==> src/hw/msc_defs.svh <==
// What this block does
// - Software read returns count, then clears it
// - Counters stick at all ones until read
// - Flow control and good frame receive counts once stored in packet buffer
// - Events visible in count within one microsecond
// - CRC errors: filtered, 64 bytes or longer
// - Symbol errors: filtered, 64 bytes or longer
// - Dropped for full FIFO counts, sets overrun
// - Missed packets still reach total packet count
// - Extension error code counts at gigabit only
// - Resume frames received, matching address, receive on
// - Resume frames sent, any cause, transmit on
// - Pause frames received, matching address, receive on
// - Pause frames sent, any cause, transmit on
// - Matching type with bad opcode counts unsupported
// - Good frames: legal length, filtered, no control
// - Receiver disabled blocks every receive counter
`ifndef MSC_DEFS_SVH
`define MSC_DEFS_SVH

// ------------------------------------------------------------
// Register offsets
// ------------------------------------------------------------
`define MSC_OFS_CRC_ERROR_COUNT 16'h4000
`define MSC_OFS_RX_SYMBOL_ERROR_COUNT 16'h400c
`define MSC_OFS_MISSED_PACKET_COUNT 16'h4010
`define MSC_OFS_CARRIER_EXT_ERROR_COUNT 16'h403c
`define MSC_OFS_RESUME_FRAMES_RECEIVED 16'h4048
`define MSC_OFS_RESUME_FRAMES_SENT 16'h404c
`define MSC_OFS_PAUSE_FRAMES_RECEIVED 16'h4050
`define MSC_OFS_PAUSE_FRAMES_SENT 16'h4054
`define MSC_OFS_UNSUPPORTED_FC_FRAME_COUNT 16'h4058
`define MSC_OFS_GOOD_PACKETS_RECEIVED 16'h4074
`define MSC_OFS_CONTROL 16'h40f0
`define MSC_OFS_INT_STATUS 16'h40f4
`define MSC_OFS_INT_MASK 16'h40f8

// ------------------------------------------------------------
// Fields and reset values
// ------------------------------------------------------------
`define MSC_CTRL_RX_EN 0
`define MSC_CTRL_TX_EN 1
`define MSC_CTRL_JUMBO 2
`define MSC_INT_OVERRUN 0
`define MSC_INT_SATURATED 1
`define MSC_CTRL_RESET 3'h0
`define MSC_INT_RESET 2'h0
`define MSC_CNT_RESET 32'h0000_0000
`define MSC_CNT_SAT 32'hffff_ffff
`define MSC_NCNT 10

// ------------------------------------------------------------
// Frame lengths and codes
// ------------------------------------------------------------
`define MSC_MIN_LEN 15'h0040
`define MSC_MAX_LEN_STD 15'h05f2
`define MSC_MAX_LEN_JUMBO 15'h4000
`define MSC_CEXT_ERR_CODE 8'h1f

// ------------------------------------------------------------
// Timing
// ------------------------------------------------------------
`define MSC_CLK_PERIOD_NS 40
`define MSC_EVENT_VISIBLE_NS 1000
`define MSC_EVENT_VISIBLE_CYCLES \
  (`MSC_EVENT_VISIBLE_NS / `MSC_CLK_PERIOD_NS)

`endif

==> src/hw/msc_pkg.sv <==
`include "msc_defs.svh"

package msc_pkg;

  typedef enum logic [3:0] {
    MSC_CRC,
    MSC_SYM,
    MSC_MISS,
    MSC_CEXT,
    MSC_XON_RX,
    MSC_XON_TX,
    MSC_XOFF_RX,
    MSC_XOFF_TX,
    MSC_FC_UNSUP,
    MSC_GOOD_RX
  } msc_cnt_idx_t;

  typedef struct packed {
    logic [`MSC_NCNT-1:0][31:0] cnt;
    logic [2:0] ctrl;
    logic [1:0] status;
    logic [1:0] mask;
    logic er_seen;
    logic ext_seen;
    logic [31:0] prdata;
    logic pready;
    logic pslverr;
    logic irq;
    logic rx_total_pulse;
  } msc_state_t;

endpackage

==> src/hw/msc_stat_counters.sv <==
`include "msc_defs.svh"

module msc_stat_counters (
  input wire logic pclk,
  input wire logic presetn,
  input wire logic psel,
  input wire logic penable,
  input wire logic pwrite,
  input wire logic [15:0] paddr,
  input wire logic [31:0] pwdata,
  output logic [31:0] prdata,
  output logic pready,
  output logic pslverr,
  output logic irq,
  input wire logic rx_dv,
  input wire logic rx_er,
  input wire logic [7:0] rxd,
  input wire logic link_is_1000,
  input wire logic rx_frame_end,
  input wire logic [14:0] rx_frame_len,
  input wire logic rx_filter_pass,
  input wire logic rx_stored,
  input wire logic rx_crc_bad,
  input wire logic rx_fifo_drop,
  input wire logic rx_fc_addr_match,
  input wire logic rx_fc_type_match,
  input wire logic rx_fc_is_xon,
  input wire logic rx_fc_is_xoff,
  input wire logic tx_xon_sent,
  input wire logic tx_xoff_sent,
  output logic rx_total_pulse
);

  msc_pkg::msc_state_t s_reg;
  msc_pkg::msc_state_t s_next;

  logic rx_on;
  logic tx_on;
  logic len_ge_min;
  logic len_legal;
  logic [14:0] max_len;
  logic er_any;
  logic is_fc;
  logic setup;
  logic wr_take;
  logic hit;
  logic [3:0] hit_idx;
  logic [31:0] rd_val;
  logic [`MSC_NCNT-1:0] inc;
  logic [`MSC_NCNT-1:0] rd_clr;
  logic [1:0] int_set;

  // ------------------------------------------------------------
  // Address decode
  // ------------------------------------------------------------
  always_comb begin
    hit = 1'b1;
    hit_idx = 4'hf;
    rd_val = 32'h0000_0000;
    case (paddr)
      `MSC_OFS_CRC_ERROR_COUNT: hit_idx = 4'(msc_pkg::MSC_CRC);
      `MSC_OFS_RX_SYMBOL_ERROR_COUNT: hit_idx = 4'(msc_pkg::MSC_SYM);
      `MSC_OFS_MISSED_PACKET_COUNT: hit_idx = 4'(msc_pkg::MSC_MISS);
      `MSC_OFS_CARRIER_EXT_ERROR_COUNT: hit_idx = 4'(msc_pkg::MSC_CEXT);
      `MSC_OFS_RESUME_FRAMES_RECEIVED: hit_idx = 4'(msc_pkg::MSC_XON_RX);
      `MSC_OFS_RESUME_FRAMES_SENT: hit_idx = 4'(msc_pkg::MSC_XON_TX);
      `MSC_OFS_PAUSE_FRAMES_RECEIVED: hit_idx = 4'(msc_pkg::MSC_XOFF_RX);
      `MSC_OFS_PAUSE_FRAMES_SENT: hit_idx = 4'(msc_pkg::MSC_XOFF_TX);
      `MSC_OFS_UNSUPPORTED_FC_FRAME_COUNT: begin
        hit_idx = 4'(msc_pkg::MSC_FC_UNSUP);
      end
      `MSC_OFS_GOOD_PACKETS_RECEIVED: begin
        hit_idx = 4'(msc_pkg::MSC_GOOD_RX);
      end
      `MSC_OFS_CONTROL: rd_val = {29'h0, s_reg.ctrl};
      `MSC_OFS_INT_STATUS: rd_val = {30'h0, s_reg.status};
      `MSC_OFS_INT_MASK: rd_val = {30'h0, s_reg.mask};
      default: hit = 1'b0;
    endcase
    if (hit_idx != 4'hf) begin
      rd_val = s_reg.cnt[hit_idx];
    end
  end

  // ------------------------------------------------------------
  // Event qualification
  // ------------------------------------------------------------
  always_comb begin
    rx_on = s_reg.ctrl[`MSC_CTRL_RX_EN];
    tx_on = s_reg.ctrl[`MSC_CTRL_TX_EN];
    max_len = s_reg.ctrl[`MSC_CTRL_JUMBO] ? `MSC_MAX_LEN_JUMBO
                                          : `MSC_MAX_LEN_STD;
    len_ge_min = rx_frame_len >= `MSC_MIN_LEN;
    len_legal = len_ge_min && (rx_frame_len <= max_len);
    er_any = s_reg.er_seen | (rx_dv & rx_er);
    is_fc = rx_fc_addr_match & rx_fc_type_match;
    inc = '0;
    // Receive side gated by enable
    inc[msc_pkg::MSC_CRC] = rx_on & rx_frame_end & rx_filter_pass &
                            len_ge_min & rx_crc_bad;
    inc[msc_pkg::MSC_SYM] = rx_on & rx_frame_end & rx_filter_pass &
                            len_ge_min & er_any;
    inc[msc_pkg::MSC_MISS] = rx_on & rx_frame_end & rx_fifo_drop;
    inc[msc_pkg::MSC_CEXT] = rx_on & link_is_1000 & !rx_dv & rx_er &
                             (rxd == `MSC_CEXT_ERR_CODE) &
                             !s_reg.ext_seen;
    // Stored frames only
    inc[msc_pkg::MSC_XON_RX] = rx_on & rx_frame_end & rx_stored & is_fc &
                               rx_fc_is_xon;
    inc[msc_pkg::MSC_XOFF_RX] = rx_on & rx_frame_end & rx_stored & is_fc &
                                rx_fc_is_xoff;
    inc[msc_pkg::MSC_FC_UNSUP] = rx_on & rx_frame_end & rx_stored & is_fc &
                                 !rx_fc_is_xon &
                                 !rx_fc_is_xoff;
    inc[msc_pkg::MSC_GOOD_RX] = rx_on & rx_frame_end & rx_stored &
                                rx_filter_pass & len_legal & !rx_crc_bad &
                                !er_any & !rx_fifo_drop &
                                !is_fc;
    inc[msc_pkg::MSC_XON_TX] = tx_on & tx_xon_sent;
    inc[msc_pkg::MSC_XOFF_TX] = tx_on & tx_xoff_sent;
  end

  // ------------------------------------------------------------
  // Next state
  // ------------------------------------------------------------
  always_comb begin
    s_next = s_reg;
    setup = psel & !penable;
    wr_take = psel & penable & pwrite & s_reg.pready;
    rd_clr = '0;
    int_set = 2'h0;
    if (setup && !pwrite && hit_idx != 4'hf) begin
      rd_clr[hit_idx] = 1'b1;
    end
    // Counters update in the cycle after the event
    for (int i = 0; i < `MSC_NCNT; i++) begin
      if (rd_clr[i]) begin
        // Old value goes out, colliding event kept
        s_next.cnt[i] = inc[i] ? 32'h0000_0001 : `MSC_CNT_RESET;
      end else if (inc[i]) begin
        if (s_reg.cnt[i] != `MSC_CNT_SAT) begin
          s_next.cnt[i] = s_reg.cnt[i] + 32'h0000_0001;
        end else begin
          int_set[`MSC_INT_SATURATED] = 1'b1;
        end
      end
    end
    int_set[`MSC_INT_OVERRUN] = inc[msc_pkg::MSC_MISS];
    // Per-frame error flags
    if (rx_frame_end) begin
      s_next.er_seen = 1'b0;
      s_next.ext_seen = 1'b0;
    end else begin
      s_next.er_seen = er_any;
      s_next.ext_seen = s_reg.ext_seen | inc[msc_pkg::MSC_CEXT];
    end
    // Missed frames still feed totals
    s_next.rx_total_pulse = rx_on & rx_frame_end;
    // Register writes
    if (wr_take) begin
      case (paddr)
        `MSC_OFS_CONTROL: s_next.ctrl = pwdata[2:0];
        `MSC_OFS_INT_STATUS: s_next.status = s_reg.status & ~pwdata[1:0];
        `MSC_OFS_INT_MASK: s_next.mask = pwdata[1:0];
        default: s_next.ctrl = s_reg.ctrl;
      endcase
    end
    // Set wins over clear
    s_next.status = s_next.status | int_set;
    s_next.irq = |(s_next.status & s_next.mask);
    // Bus answer
    s_next.pready = setup;
    s_next.pslverr = setup & !hit;
    if (setup) begin
      s_next.prdata = pwrite ? 32'h0000_0000 : rd_val;
    end
  end

  // ------------------------------------------------------------
  // State register
  // ------------------------------------------------------------
  always_ff @(posedge pclk or negedge presetn) begin
    if (!presetn) begin
      s_reg <= '0;
      s_reg.ctrl <= `MSC_CTRL_RESET;
      s_reg.status <= `MSC_INT_RESET;
      s_reg.mask <= `MSC_INT_RESET;
    end else begin
      s_reg <= s_next;
    end
  end

  assign prdata = s_reg.prdata;
  assign pready = s_reg.pready;
  assign pslverr = s_reg.pslverr;
  assign irq = s_reg.irq;
  assign rx_total_pulse = s_reg.rx_total_pulse;

endmodule

==> config.mk <==
export PLATFORM = sky130hd
export DESIGN_NAME = msc_stat_counters
export DESIGN_NICKNAME = d
export VERILOG_FILES = /design/src/hw/msc_pkg.sv /design/src/hw/msc_stat_counters.sv
export VERILOG_INCLUDE_DIRS = /design/src /design/src/hw
export SDC_FILE = /design/constraint.sdc
export NUM_CORES = 1
export LEC_CHECK = 0
export BUFFER_PORTS_ARGS = -buffer_cell sky130_fd_sc_hd__buf_2
export CAP_MARGIN = 20
export CORE_UTILIZATION = 38
export CTS_CLUSTER_DIAMETER = 60
export DETAILED_ROUTE_END_ITERATION = 6
export SYNTH_ARGS = -nofsm -noshare
export SYNTH_HDL_FRONTEND = slang
export SYNTH_SLANG_ARGS = --single-unit
export TNS_END_PERCENT = 50
==> constraint.sdc <==
create_clock -name pclk -period 2.5 [get_ports pclk]
set_input_delay 0.75 -clock pclk [delete_from_list [all_inputs] [get_ports pclk]]
set_output_delay 0.75 -clock pclk [all_outputs]
set_load 0.03 [all_outputs]
# Yosys cells after proc, flatten, opt, wreduce, memory -nomap -nowiden
# Cells that the tools add are included.
[word_totals]
reg_bits = 365
[op_classes]
muxes = 85
n_bitwise = 38
order_cmp = 4
addsub = 10
n_eq_ne = 25
n_reduce_logical = 48
[op_table]
columns = ["cell", "count"]
rows = [
  ["two-way mux 32 bit", 33],
  ["adder 32 x 1 -> 32 bit, second input constant", 10],
  ["inequality test 32 bit, second input constant", 10],
  ["equality test 16 x 15 -> 1 bit, second input constant", 13],
  ["binary-select mux 32 bit (select 4 bit)", 1],
  ["two-way mux 1 bit", 42],
  ["one-hot mux 4 bit (10 select lines)", 1],
  ["nonzero test 2 bit", 20],
  ["AND 1 bit", 32],
  ["AND reduction 2 bit", 11],
  [">= comparator 15 x 7 -> 1 bit, second input constant", 1],
  ["less-or-equal comparator 15 bit", 1],
  ["two-way mux 15 bit", 1],
  ["OR reduction 13 bit", 1],
  ["zero test 1 bit", 11],
  ["two-way mux 10 bit", 1],
  ["one-hot mux 3 bit (3 select lines)", 1],
  ["equality test 8 x 5 -> 1 bit, second input constant", 1],
  ["two-way mux 2 bit", 3],
  ["less-than comparator 4 x 5 -> 1 bit, second input constant", 1],
  ["AND 2 bit", 2],
  ["demux 1 bit (select 4 bit)", 1],
  [">= comparator 4 x 1 -> 1 bit, second input constant", 1],
  ["logical AND 1 bit", 4],
  ["6 further kinds", 7],
]

# Longest topological paths before layout
# Gate-level depths: netlist of run 1.
[depth]
ltp_word = 38
depth_mapped = 11
depth_no_buf = 9

# Worst setup path before layout of run 1
# OpenSTA, ideal clock, no wires.
[synth_path]
path_type = "in2reg"
start = "input paddr[1]"
end = "register s_reg (netlist bit prdata[17])"
t_arrival_ns = 3.147
slack_ns = -0.769
n_path_buf = 3
setup_time_ns = 0.122
stages = 10
path_cell_list = "or3_1 clkbuf_1 a211o_1 nand2_1 clkbuf_1 clkbuf_1 mux2_2 o221ai_1 nor2_1 a32o_1"
[synth_between]
elab_chain_cells = 6
[synth_lines]
columns = ["element", "line", "text"]
rows = [
  ["from (decl)", "msc_stat_counters.sv:9", "input wire logic [15:0] paddr,"],
  ["equality test 16 x 15 -> 1 bit", "msc_stat_counters.sv:60", "case (paddr)"],
  ["one-hot mux 4 bit (10 select lines) (*)", "msc_stat_counters.sv:60", ""],
  ["binary-select mux 32 bit (select 4 bit)", "msc_stat_counters.sv:81", "rd_val = s_reg.cnt[hit_idx];"],
  ["two-way mux 32 bit (implied by the code)", "msc_stat_counters.sv:81", ""],
  ["two-way mux 32 bit (*)", "msc_stat_counters.sv:80", "if (hit_idx != 4'hf) begin"],
  ["two-way mux 32 bit (*)", "msc_stat_counters.sv:175", "s_next.prdata = pwrite ? 32'h0000_0000 : rd_val;"],
  ["to (signal assigned)", "msc_stat_counters.sv:189", "s_reg <= s_next;"],
  ["to (decl)", "msc_stat_counters.sv:34", "msc_pkg::msc_state_t s_reg;"],
]
# Every way passes the cells marked *; elsewhere a longest branch is shown, timed or not. The select of a mux whose other input is x is not followed.
# A chain may end at the register's enable or synchronous reset.

# Worst setup path in the final report of run 1
[layout_path]
start = "register s_reg[44] (netlist name)"
end = "register s_reg[355] (netlist name)"
[layout_between]
elab_chain_cells = 10
[layout_lines]
columns = ["element", "line", "text"]
rows = [
  ["two-way mux 15 bit (no source line)", "n/a", ""],
  ["less-or-equal comparator 15 bit", "msc_stat_counters.sv:94", "len_legal = len_ge_min && (rx_frame_len <= max_len);"],
  ["logical AND 1 bit", "msc_stat_counters.sv:94", ""],
  ["AND 1 bit (3 in series)", "msc_stat_counters.sv:116", "rx_filter_pass & len_legal & !rx_crc_bad &"],
  ["AND 1 bit (2 in series)", "msc_stat_counters.sv:117", "!er_any & !rx_fifo_drop &"],
  ["nonzero test 2 bit (no source line)", "n/a", ""],
  ["AND reduction 2 bit (no source line)", "n/a", ""],
]
# Every way passes these cells.

==> key figures, run 1 <==
STA
  • RSZ-0062 raised after global routing: true
  • Worst slew pin tran: between 0.7 and 0.8 ns
  • Final Hold Fails: 0
  • PnR worst setup slack: -0.2869 ns
  • Setup TNS: -24.91 ns
  • Hold_ws: between 0.05 and 0.06 ns
  • Slew Limit Fails: 0
  • # setup viols final: 231
  • Clk_skew: about 0.030 ns
  • Relative slew margins: between 50 and 60%
  • Final period util: 111.5%
  • Min cycle time layout: 2.787 ns
  • Max Freq: 358.8 MHz

Die
  • Die height: 245.9 µm
  • Site Rows: roughly 90
  • Die span in x: 245.9 µm
  • Initial Util: 38.37%
  • CORE AREA: 58,910 µm²
  • Io pins: between 100 and 150
  • Die area: 60,470 µm²

Setup path
  • Worst EP required: 3.02 ns
  • Nature of the critical path startpoint: flop
  • Most common cell on crit path: buf_6
  • Slowest Stage Delay on Critical Path: slightly above 0.5 ns
  • RR Startpoint: s_reg[44]
  • Critical Path Start: s_reg[44]
  • Cell family with most CP delay: compound AO/OA/AOI/OAI gates
  • CP Capture Type: flop
  • Crit-path cells: buf_6, ha_4, a211o_1, a221oi_2, o31a_1, buf_12, a21oi_4, buf_6, or4_4, a21oi_2
  • Max FO, Critical Path: 8
  • CP max-delay cell: dfrtp_2
  • Worst path buffer plus inverter count: 3
  • Critical Path AT: between 3 and 4 ns
  • Worst Setup Path Type: flop to flop

Power
  • Leak pwr: 14.22 nW
  • Pwr per Cell Area: about 390 nW/µm²
  • Peak supply drop: 0.0005059 V

GRT
  • Gr ovfl total: 0
  • Vias in the first global route: between 20,000 and 25,000
  • Initial antenna violation count: 3
  • First-pass GRT wire length: ~140,000 µm
  • Largest net degree at the start of global routing: 82
  • Tot GR Track Use: 30.38%

Placed design
  • Number of I/O port buffers: 96
  • Placed cell area: 28,180 µm²
  • Final HPWL DP: 66,770 µm
  • Place WS: -1.075 ns
  • Cell count after placement: 3,743
  • GP Congestion: between 0.9 and 1

Detailed routing
  • DR pass1 iterations: 6
  • WL/cell: 23.92 µm
  • Post-Route WL: 93,730 µm
  • Detail Route Antenna Nets: 0
  • DR vias: 23,480
  • # DRC: 0
  • Initial DRC Count: 2,400
  • Vias per cell: 5.992

Yosys
  • Synth unique cells: 84
  • Mean Syn Cell Area: roughly 9 µm²
  • Synth Net Count: 2,685
  • Syn Std Cell Area: 22,610 µm²
  • Largest area contributor in the netlist: dfrtp_1
  • Top cells by area, synth: dfrtp_1 (40%), xnor2_1 (6.9%), nor2_1 (6.7%), nand3_1 (2.9%), xor2_1 (2.9%)
  • Post-synth EDFFs: 0
  • Flops & latches, synth: 365
  • Synth warnings: 0
  • Post-synth top area share: 40.41%
  • Post-synth ARST share: 100.0%
  • Post-synthesis cell count: 2,577
  • Primary FF master, synth: dfrtp_1
  • Sequential fraction of the synthesis area: around two fifths

Clock network
  • TritonCTS clock tree: yes
  • Root Buffer: clkbuf_16
  • Clock buffer depth: 3
  • Worst-path clk slew: 0.05 ns
  • # hold bufs at CTS: 0
  • H-tree levels: 2
  • Clock sink count: between 300 and 400
  • CTS buffer count: 47
  • Clk_lat worst skew: 0.61 ns

Finish
  • Cell Count, Final, Fillers Out: 3,918
  • Share of layout cells above drive strength 1: between 30 and 40%
  • Layout fillers: approximately 5,000
  • Final Cell Area: roughly 34,000 µm²
  • Register Area: 9138 µm²
  • Multi-input logic area: 15,890 µm²
  • Nets: 3,220
  • Area grow syn2layout: 48.71%
  • Max reg flops: around 330

Status
  • Status: finished, violations left
  • Failing checks: negative setup slack

Hold path
  • Hold WC Path Type: input port to asynchronous set/reset pin

Flow run
  • Max Cap Viol: 0
## worst paths after layout
kind                                    to  slack (ns)  cells after the start
worst min-delay path            s_reg[186]        0.06                      1
max in group asynchronous       s_reg[137]        1.62                      2
min in group pclk                s_reg[44]        0.39                      3
worst min register to register   s_reg[38]        0.54                      2
worst max-delay path            s_reg[355]       -0.29                     10
worst max register to register  s_reg[355]       -0.29                     10
## through the flow
step,power (mW),util (%)
2_1_floorplan,6.121,-
3_3_place_gp,6.452,47.83
3_5_place_dp,6.458,47.83
4_1_cts,13.12,54.99
5_1_grt,13.39,57.06
6_report,13.07,57.07
## cell families after synthesis
logic type / share of synthesized area (%)
flops: 40.41
fa+ha+maj: 0.9963
buf+inv: 4.494
compound gates: 13.96
xor+xnor: 9.725
mux: 4.566
simple gates: 25.85
## synth_stat cells, types with 4 or more instances
cell / instances
nor2_1: 402
dfrtp_1: 365
xnor2_1: 177
nand2_1: 168
nand3_1: 132
clkbuf_1: 110
a21oi_1: 104
o21ai_0: 99
nand4_1: 97
nor3_1: 74
xor2_1: 74
mux2_2: 57
and3_1: 55
inv_1: 55
mux2i_1: 39
a211oi_1: 38
nor4_1: 37
or3_1: 37
or4_1: 36
and4_1: 34
buf_4: 34
o22ai_1: 33
o31ai_1: 31
o221ai_1: 30
a32o_1: 29
and2_1: 22
buf_2: 20
a2111oi_0: 18
ha_1: 18
a31oi_1: 11
nor3b_1: 11
nor2b_1: 8
o2111ai_1: 7
o211ai_1: 7
or2_2: 7
a21o_1: 6
nand2b_1: 6
buf_1: 5
nor4b_1: 5
nand4b_1: 4
o21ai_1: 4
## cell usage in the layout (no fill, tap or decap), types with 28 or more instances in the layout
cell,n
a211oi_2,32
a21oi_1,68
a32o_1,28
and3_1,54
and4_1,34
buf_12,55
buf_2,89
buf_4,417
buf_6,66
clkbuf_16,51
dfrtp_1,362
inv_1,54
mux2_4,48
mux2i_1,30
nand2_1,161
nand3_1,125
nand4_1,97
nor2_1,385
nor3_1,46
o21ai_0,55
o21ai_2,29
or3_1,30
xnor2_1,167
xor2_1,73
## timing repair
| item | CTS | global route |
|---|---|---|
| buffers inserted | 51 | 40 |
| cloned | 19 | 6 |
| setup endpoints to repair | 276 | 278 |
| endpoints found under the hold margin | 0 | 0 |
| resized for setup | 369 | 202 |
| pin swaps | 138 | 173 |
## per-layer routing
metal / up-vias / global-route usage, % / wire length (µm)
li1: 10440 / - / -
met5: - / 0 / 13
met3: 220 / 5.533 / 7484
met1: 11790 / 40.54 / 38460
met2: 1031 / 47.23 / 42830
met4: 2 / 14.83 / 4945
## report_power, final
group	total (mW)	internal, mW	switching [mW]
Sequential	5.91	5.91	0.00125
Combinational	0.497	0.192	0.305
Clock	6.65	3.89	2.76
Total	13.1	10.0	3.07
## worst register-to-register path: stages, from the launching register on
cell	delay [ns]
dfrtp_2	0.51
buf_6	0.16
ha_4	0.20
a211o_1	0.26
a221oi_2	0.23
o31a_1	0.26
buf_12	0.16
a21oi_4	0.13
buf_6	0.17
or4_4	0.49
a21oi_2	0.16
## final cells by class
type                    count  share of cell area [%]
flip-flops and latches    365                   27.18
clock inverters            12                  0.4131
repair buffers            651                   17.66
diodes                      2                 0.01489
inverters                  55                  0.6216
well taps                 773                   2.877
multi-input cells        1992                   47.26
clock buffers              68                   3.971
No activity file was read; power rests on OpenSTA's default activity.
==> run 2: changes to the inputs <==
- CAP_MARGIN: 20 -> unset
- RECOVER_POWER: unset -> 50
- clock period: 2.5 -> 2.35 ns (I/O delays scaled with it)
==> run 2 against run 1 <==
The run ends with max-capacitance violations, max-slew violations, negative setup slack left. Register-to-register slack worse by 0.09 ns. First-iteration DRC count grew 5.3%. Clock power grew 14%. Total power is 11% higher. Clock-buffer cell count decreased by 1. Non-clock buffer count increased by 147. Critical path type is now input port to flop. Sequential power is 6.4% higher. Hold slack gained 0.41 ns. Via count up 2.9%.
==> key figures, run 2 (synthesis gave the netlist of run 1 again) <==
Status
  • Status: finished, violations left (unchanged)
  • Failing checks: max-capacitance violations, max-slew violations, negative setup slack (was negative setup slack)

STA
  • Setup TNS: -57.67 ns (was -24.91 ns)
  • PnR worst setup slack: -0.3979 ns (was -0.2869 ns)
  • Min cycle time layout: 2.748 ns
  • RSZ-0062 raised after global routing: true (unchanged)
  • Max Freq: 363.9 MHz
  • Relative slew margins: -0.3024% (was 52.81%)
  • Final period util: 116.9%
  • Clk_skew: 0.02081 ns (was 0.02952 ns)
  • # setup viols final: 328 (was 231)
  • Slew Limit Fails: 45 (was 0)
  • Worst slew pin tran: 1.505 ns (was 0.7024 ns)
  • Hold_ws: 0.4677 ns (was 0.05709 ns)
  • Final Hold Fails: 0 (unchanged)

Setup path
  • CP Capture Type: flop (unchanged)
  • Slowest Stage Delay on Critical Path: 0.46 ns (was 0.51 ns)
  • R2r setup slk: -0.38 ns (was -0.29 ns)
  • R2R cell count: 10 (unchanged)
  • Worst Setup Path Type: input port to flop (was flop to flop)
  • Max FO, Critical Path: 9 (was 8)
  • RR Startpoint: s_reg[44] (unchanged)
  • Critical Path AT: 3.22 ns (was 3.31 ns)
  • Most common cell on crit path: buf_6 (unchanged)
  • Worst reg2reg endpoint: s_reg[356] (was s_reg[355])
  • Crit-path cells: buf_6, buf_6, nor4_4, nand4_4, or4_4, buf_6, or3_4, buf_12, a2111oi_4, xnor2_1, nor2_1 (was buf_6, ha_4, a211o_1, a221oi_2, o31a_1, buf_12, a21oi_4, buf_6, or4_4, a21oi_2)
  • Worst EP required: 2.82 ns (was 3.02 ns)
  • Nature of the critical path startpoint: input port (was flop)
  • CP max-delay cell: or4_4 (was dfrtp_2)

Clock network
  • TritonCTS clock tree: yes (unchanged)
  • # hold bufs at CTS: 0 (unchanged)
  • Clk_lat worst skew: 0.60 ns (was 0.61 ns)
  • Clock buffer depth: 3 (unchanged)
  • CTS buffer count: 48 (was 47)
  • Root Buffer: clkbuf_16 (unchanged)
  • Clock sink count: 365 (unchanged)
  • H-tree levels: 2 (unchanged)
  • Worst-path clk slew: 0.06 ns (was 0.05 ns)

Power
  • Pwr per Cell Area: 419.1 nW/µm² (was 388.6 nW/µm²)
  • Int Power: 11.04 mW (was 9.998 mW)
  • Sequential group share of total power: 43.6% (was 45.3%)
  • Pwr Total: 14.44 mW (was 13.07 mW)
  • Combinational power share: 3.7% (was 3.8%)
  • Clock share of power: 52.7% (was 50.9%)
  • Net Switching: 3.401 mW (was 3.067 mW)
  • Switching share of power: 23.56% (was 23.48%)
  • Leak pwr: 14.92 nW (was 14.22 nW)
  • Peak supply drop: 0.0004747 V (was 0.0005059 V)

GRT
  • Initial antenna violation count: 5 (was 3)
  • Vias in the first global route: 23,760 (was 22,720)
  • Largest net degree at the start of global routing: 64 (was 82)
  • First-pass GRT wire length: 143,500 µm (was 140,200 µm)
  • Tot GR Track Use: 31.06% (was 30.38%)
  • Gr ovfl total: 0 (unchanged)

Die
  • Io pins: 126 (unchanged)
  • Die span in x: 245.9 µm (unchanged)
  • Initial Util: 38.37% (unchanged)
  • Site Rows: 89 (unchanged)
  • CORE AREA: 58,910 µm² (unchanged)
  • Die height: 245.9 µm (unchanged)
  • Die area: 60,470 µm² (unchanged)

Finish
  • Area grow syn2layout: 52.39% (was 48.71%)
  • Commonest non-fill, non-tap cell in the layout: buf_4 (unchanged)
  • Most frequent cells in the layout: buf_4 (555), nor2_1 (392), dfrtp_1 (363) (was buf_4 (417), nor2_1 (385), dfrtp_1 (362))
  • Cell Count, Final, Fillers Out: 4,069 (was 3,918)
  • Share of layout cells above drive strength 1: 39.84% (was 37.93%)
  • Antenna diodes: 0 (was 2)
  • Max reg flops: 328 (unchanged)
  • Nets: 3,369 (was 3,220)

Detailed routing
  • # DRC: 0 (unchanged)
  • Post-Route WL: 96,730 µm (was 93,730 µm)
  • Detail Route Antenna Nets: 0 (unchanged)
  • DR pass1 iterations: 6 (unchanged)
  • Initial DRC Count: 2,527 (was 2,400)
  • Vias per cell: 5.937 (was 5.992)
  • DR vias: 24,160 (was 23,480)
  • WL/cell: 23.77 µm (was 23.92 µm)

Placed design
  • Final HPWL DP: 70,120 µm (was 66,770 µm)
  • Number of I/O port buffers: 96 (unchanged)
  • Cell count after placement: 3,867 (was 3,743)
  • GP Congestion: 1.001 (was 0.9963)

Flow run
  • Max Cap Viol: 1 (was 0)

Hold path
  • Hold WC Path Type: input port to asynchronous set/reset pin (unchanged)
run 2: changes by cell type in the layout (fill, tap and decap cells not counted), moves of 10 or more:
| cell | previous run | this run |
|---|---|---|
| o221ai_1 | 2 | 12 |
| o22ai_2 | 19 | 9 |
| buf_4 | 417 | 555 |
| buf_12 | 55 | 43 |
| mux2_4 | 48 | 18 |
| o31ai_2 | 14 | 3 |
| buf_6 | 66 | 90 |
| mux2_2 | 9 | 39 |
| a21oi_2 | 22 | 33 |
run 2: layout make-up:
cell class | instances | area (µm²)
clock buffer | 67 | 1384
clock inverter | 18 | 242.7
fill | 4846 | 24460
inverter | 55 | 209.0
multi-input combinational | 1993 | 15650
sequential | 365 | 9136
tap | 773 | 967.2
timing repair buffer | 798 | 6858
run 2: per-layer routing:
metal / vias up / GRT usage, % / wire length [µm]
met5: - / 0 / 0
met3: 260 / 5.555 / 7995
met2: 1160 / 48.38 / 43970
met4: 0 / 15.91 / 5501
met1: 12020 / 41.14 / 39260
li1: 10720 / - / -
run 2: how the worst max path moves through the flow:
stage	startpoint	endpoint	slack (ns)	cells past startpoint
3_5_place_dp	paddr[12]	prdata[17]	-1.25	14
2_1_floorplan	paddr[9]	s_reg[264]	-0.80	8
6_report	paddr[8]	s_reg[190]	-0.40	11
5_1_grt	paddr[8]	s_reg[190]	-0.47	11
3_3_place_gp	paddr[1]	prdata[17]	-1.24	11
4_1_cts	paddr[8]	s_reg[266]	-0.39	9
run 2: through the flow:
| step | setup slack, ns | area [µm²] | util, % |
|---|---|---|---|
| floorplan | -0.8024 | 23860 | - |
| global placement | -1.239 | 29170 | 49.53 |
| detailed placement | -1.249 | 29170 | 49.53 |
| CTS | -0.3891 | 32960 | 55.95 |
| global route | -0.4721 | 34450 | 58.48 |
| finish | -0.3979 | 34450 | 58.48 |
run 2: power by group through the flow:
stage / clock (mW) / sequential [mW] / combinational (mW)
final: 7.61 / 6.29 / 0.538
after global routing: 7.98 / 6.29 / 0.585
after CTS: 7.68 / 6.29 / 0.539
after detailed placement: 0 / 6.40 / 0.487
after global placement: 0 / 6.40 / 0.479
after floorplan: 0 / 6.41 / 0.103
run 2: what timing repair did:
action	CTS	global route
endpoints found under the setup margin	328	339
setup buffers	68	41
cloned	12	12
pin swaps	114	148
gates resized for setup	285	214
run 2: worst max-delay path: cells and delay by family:
kind,cells,cell delay [ns]
compound gates,1,0.33
simple gates,5,1.47
buf+inv,4,0.53
xor+xnor,1,0.17
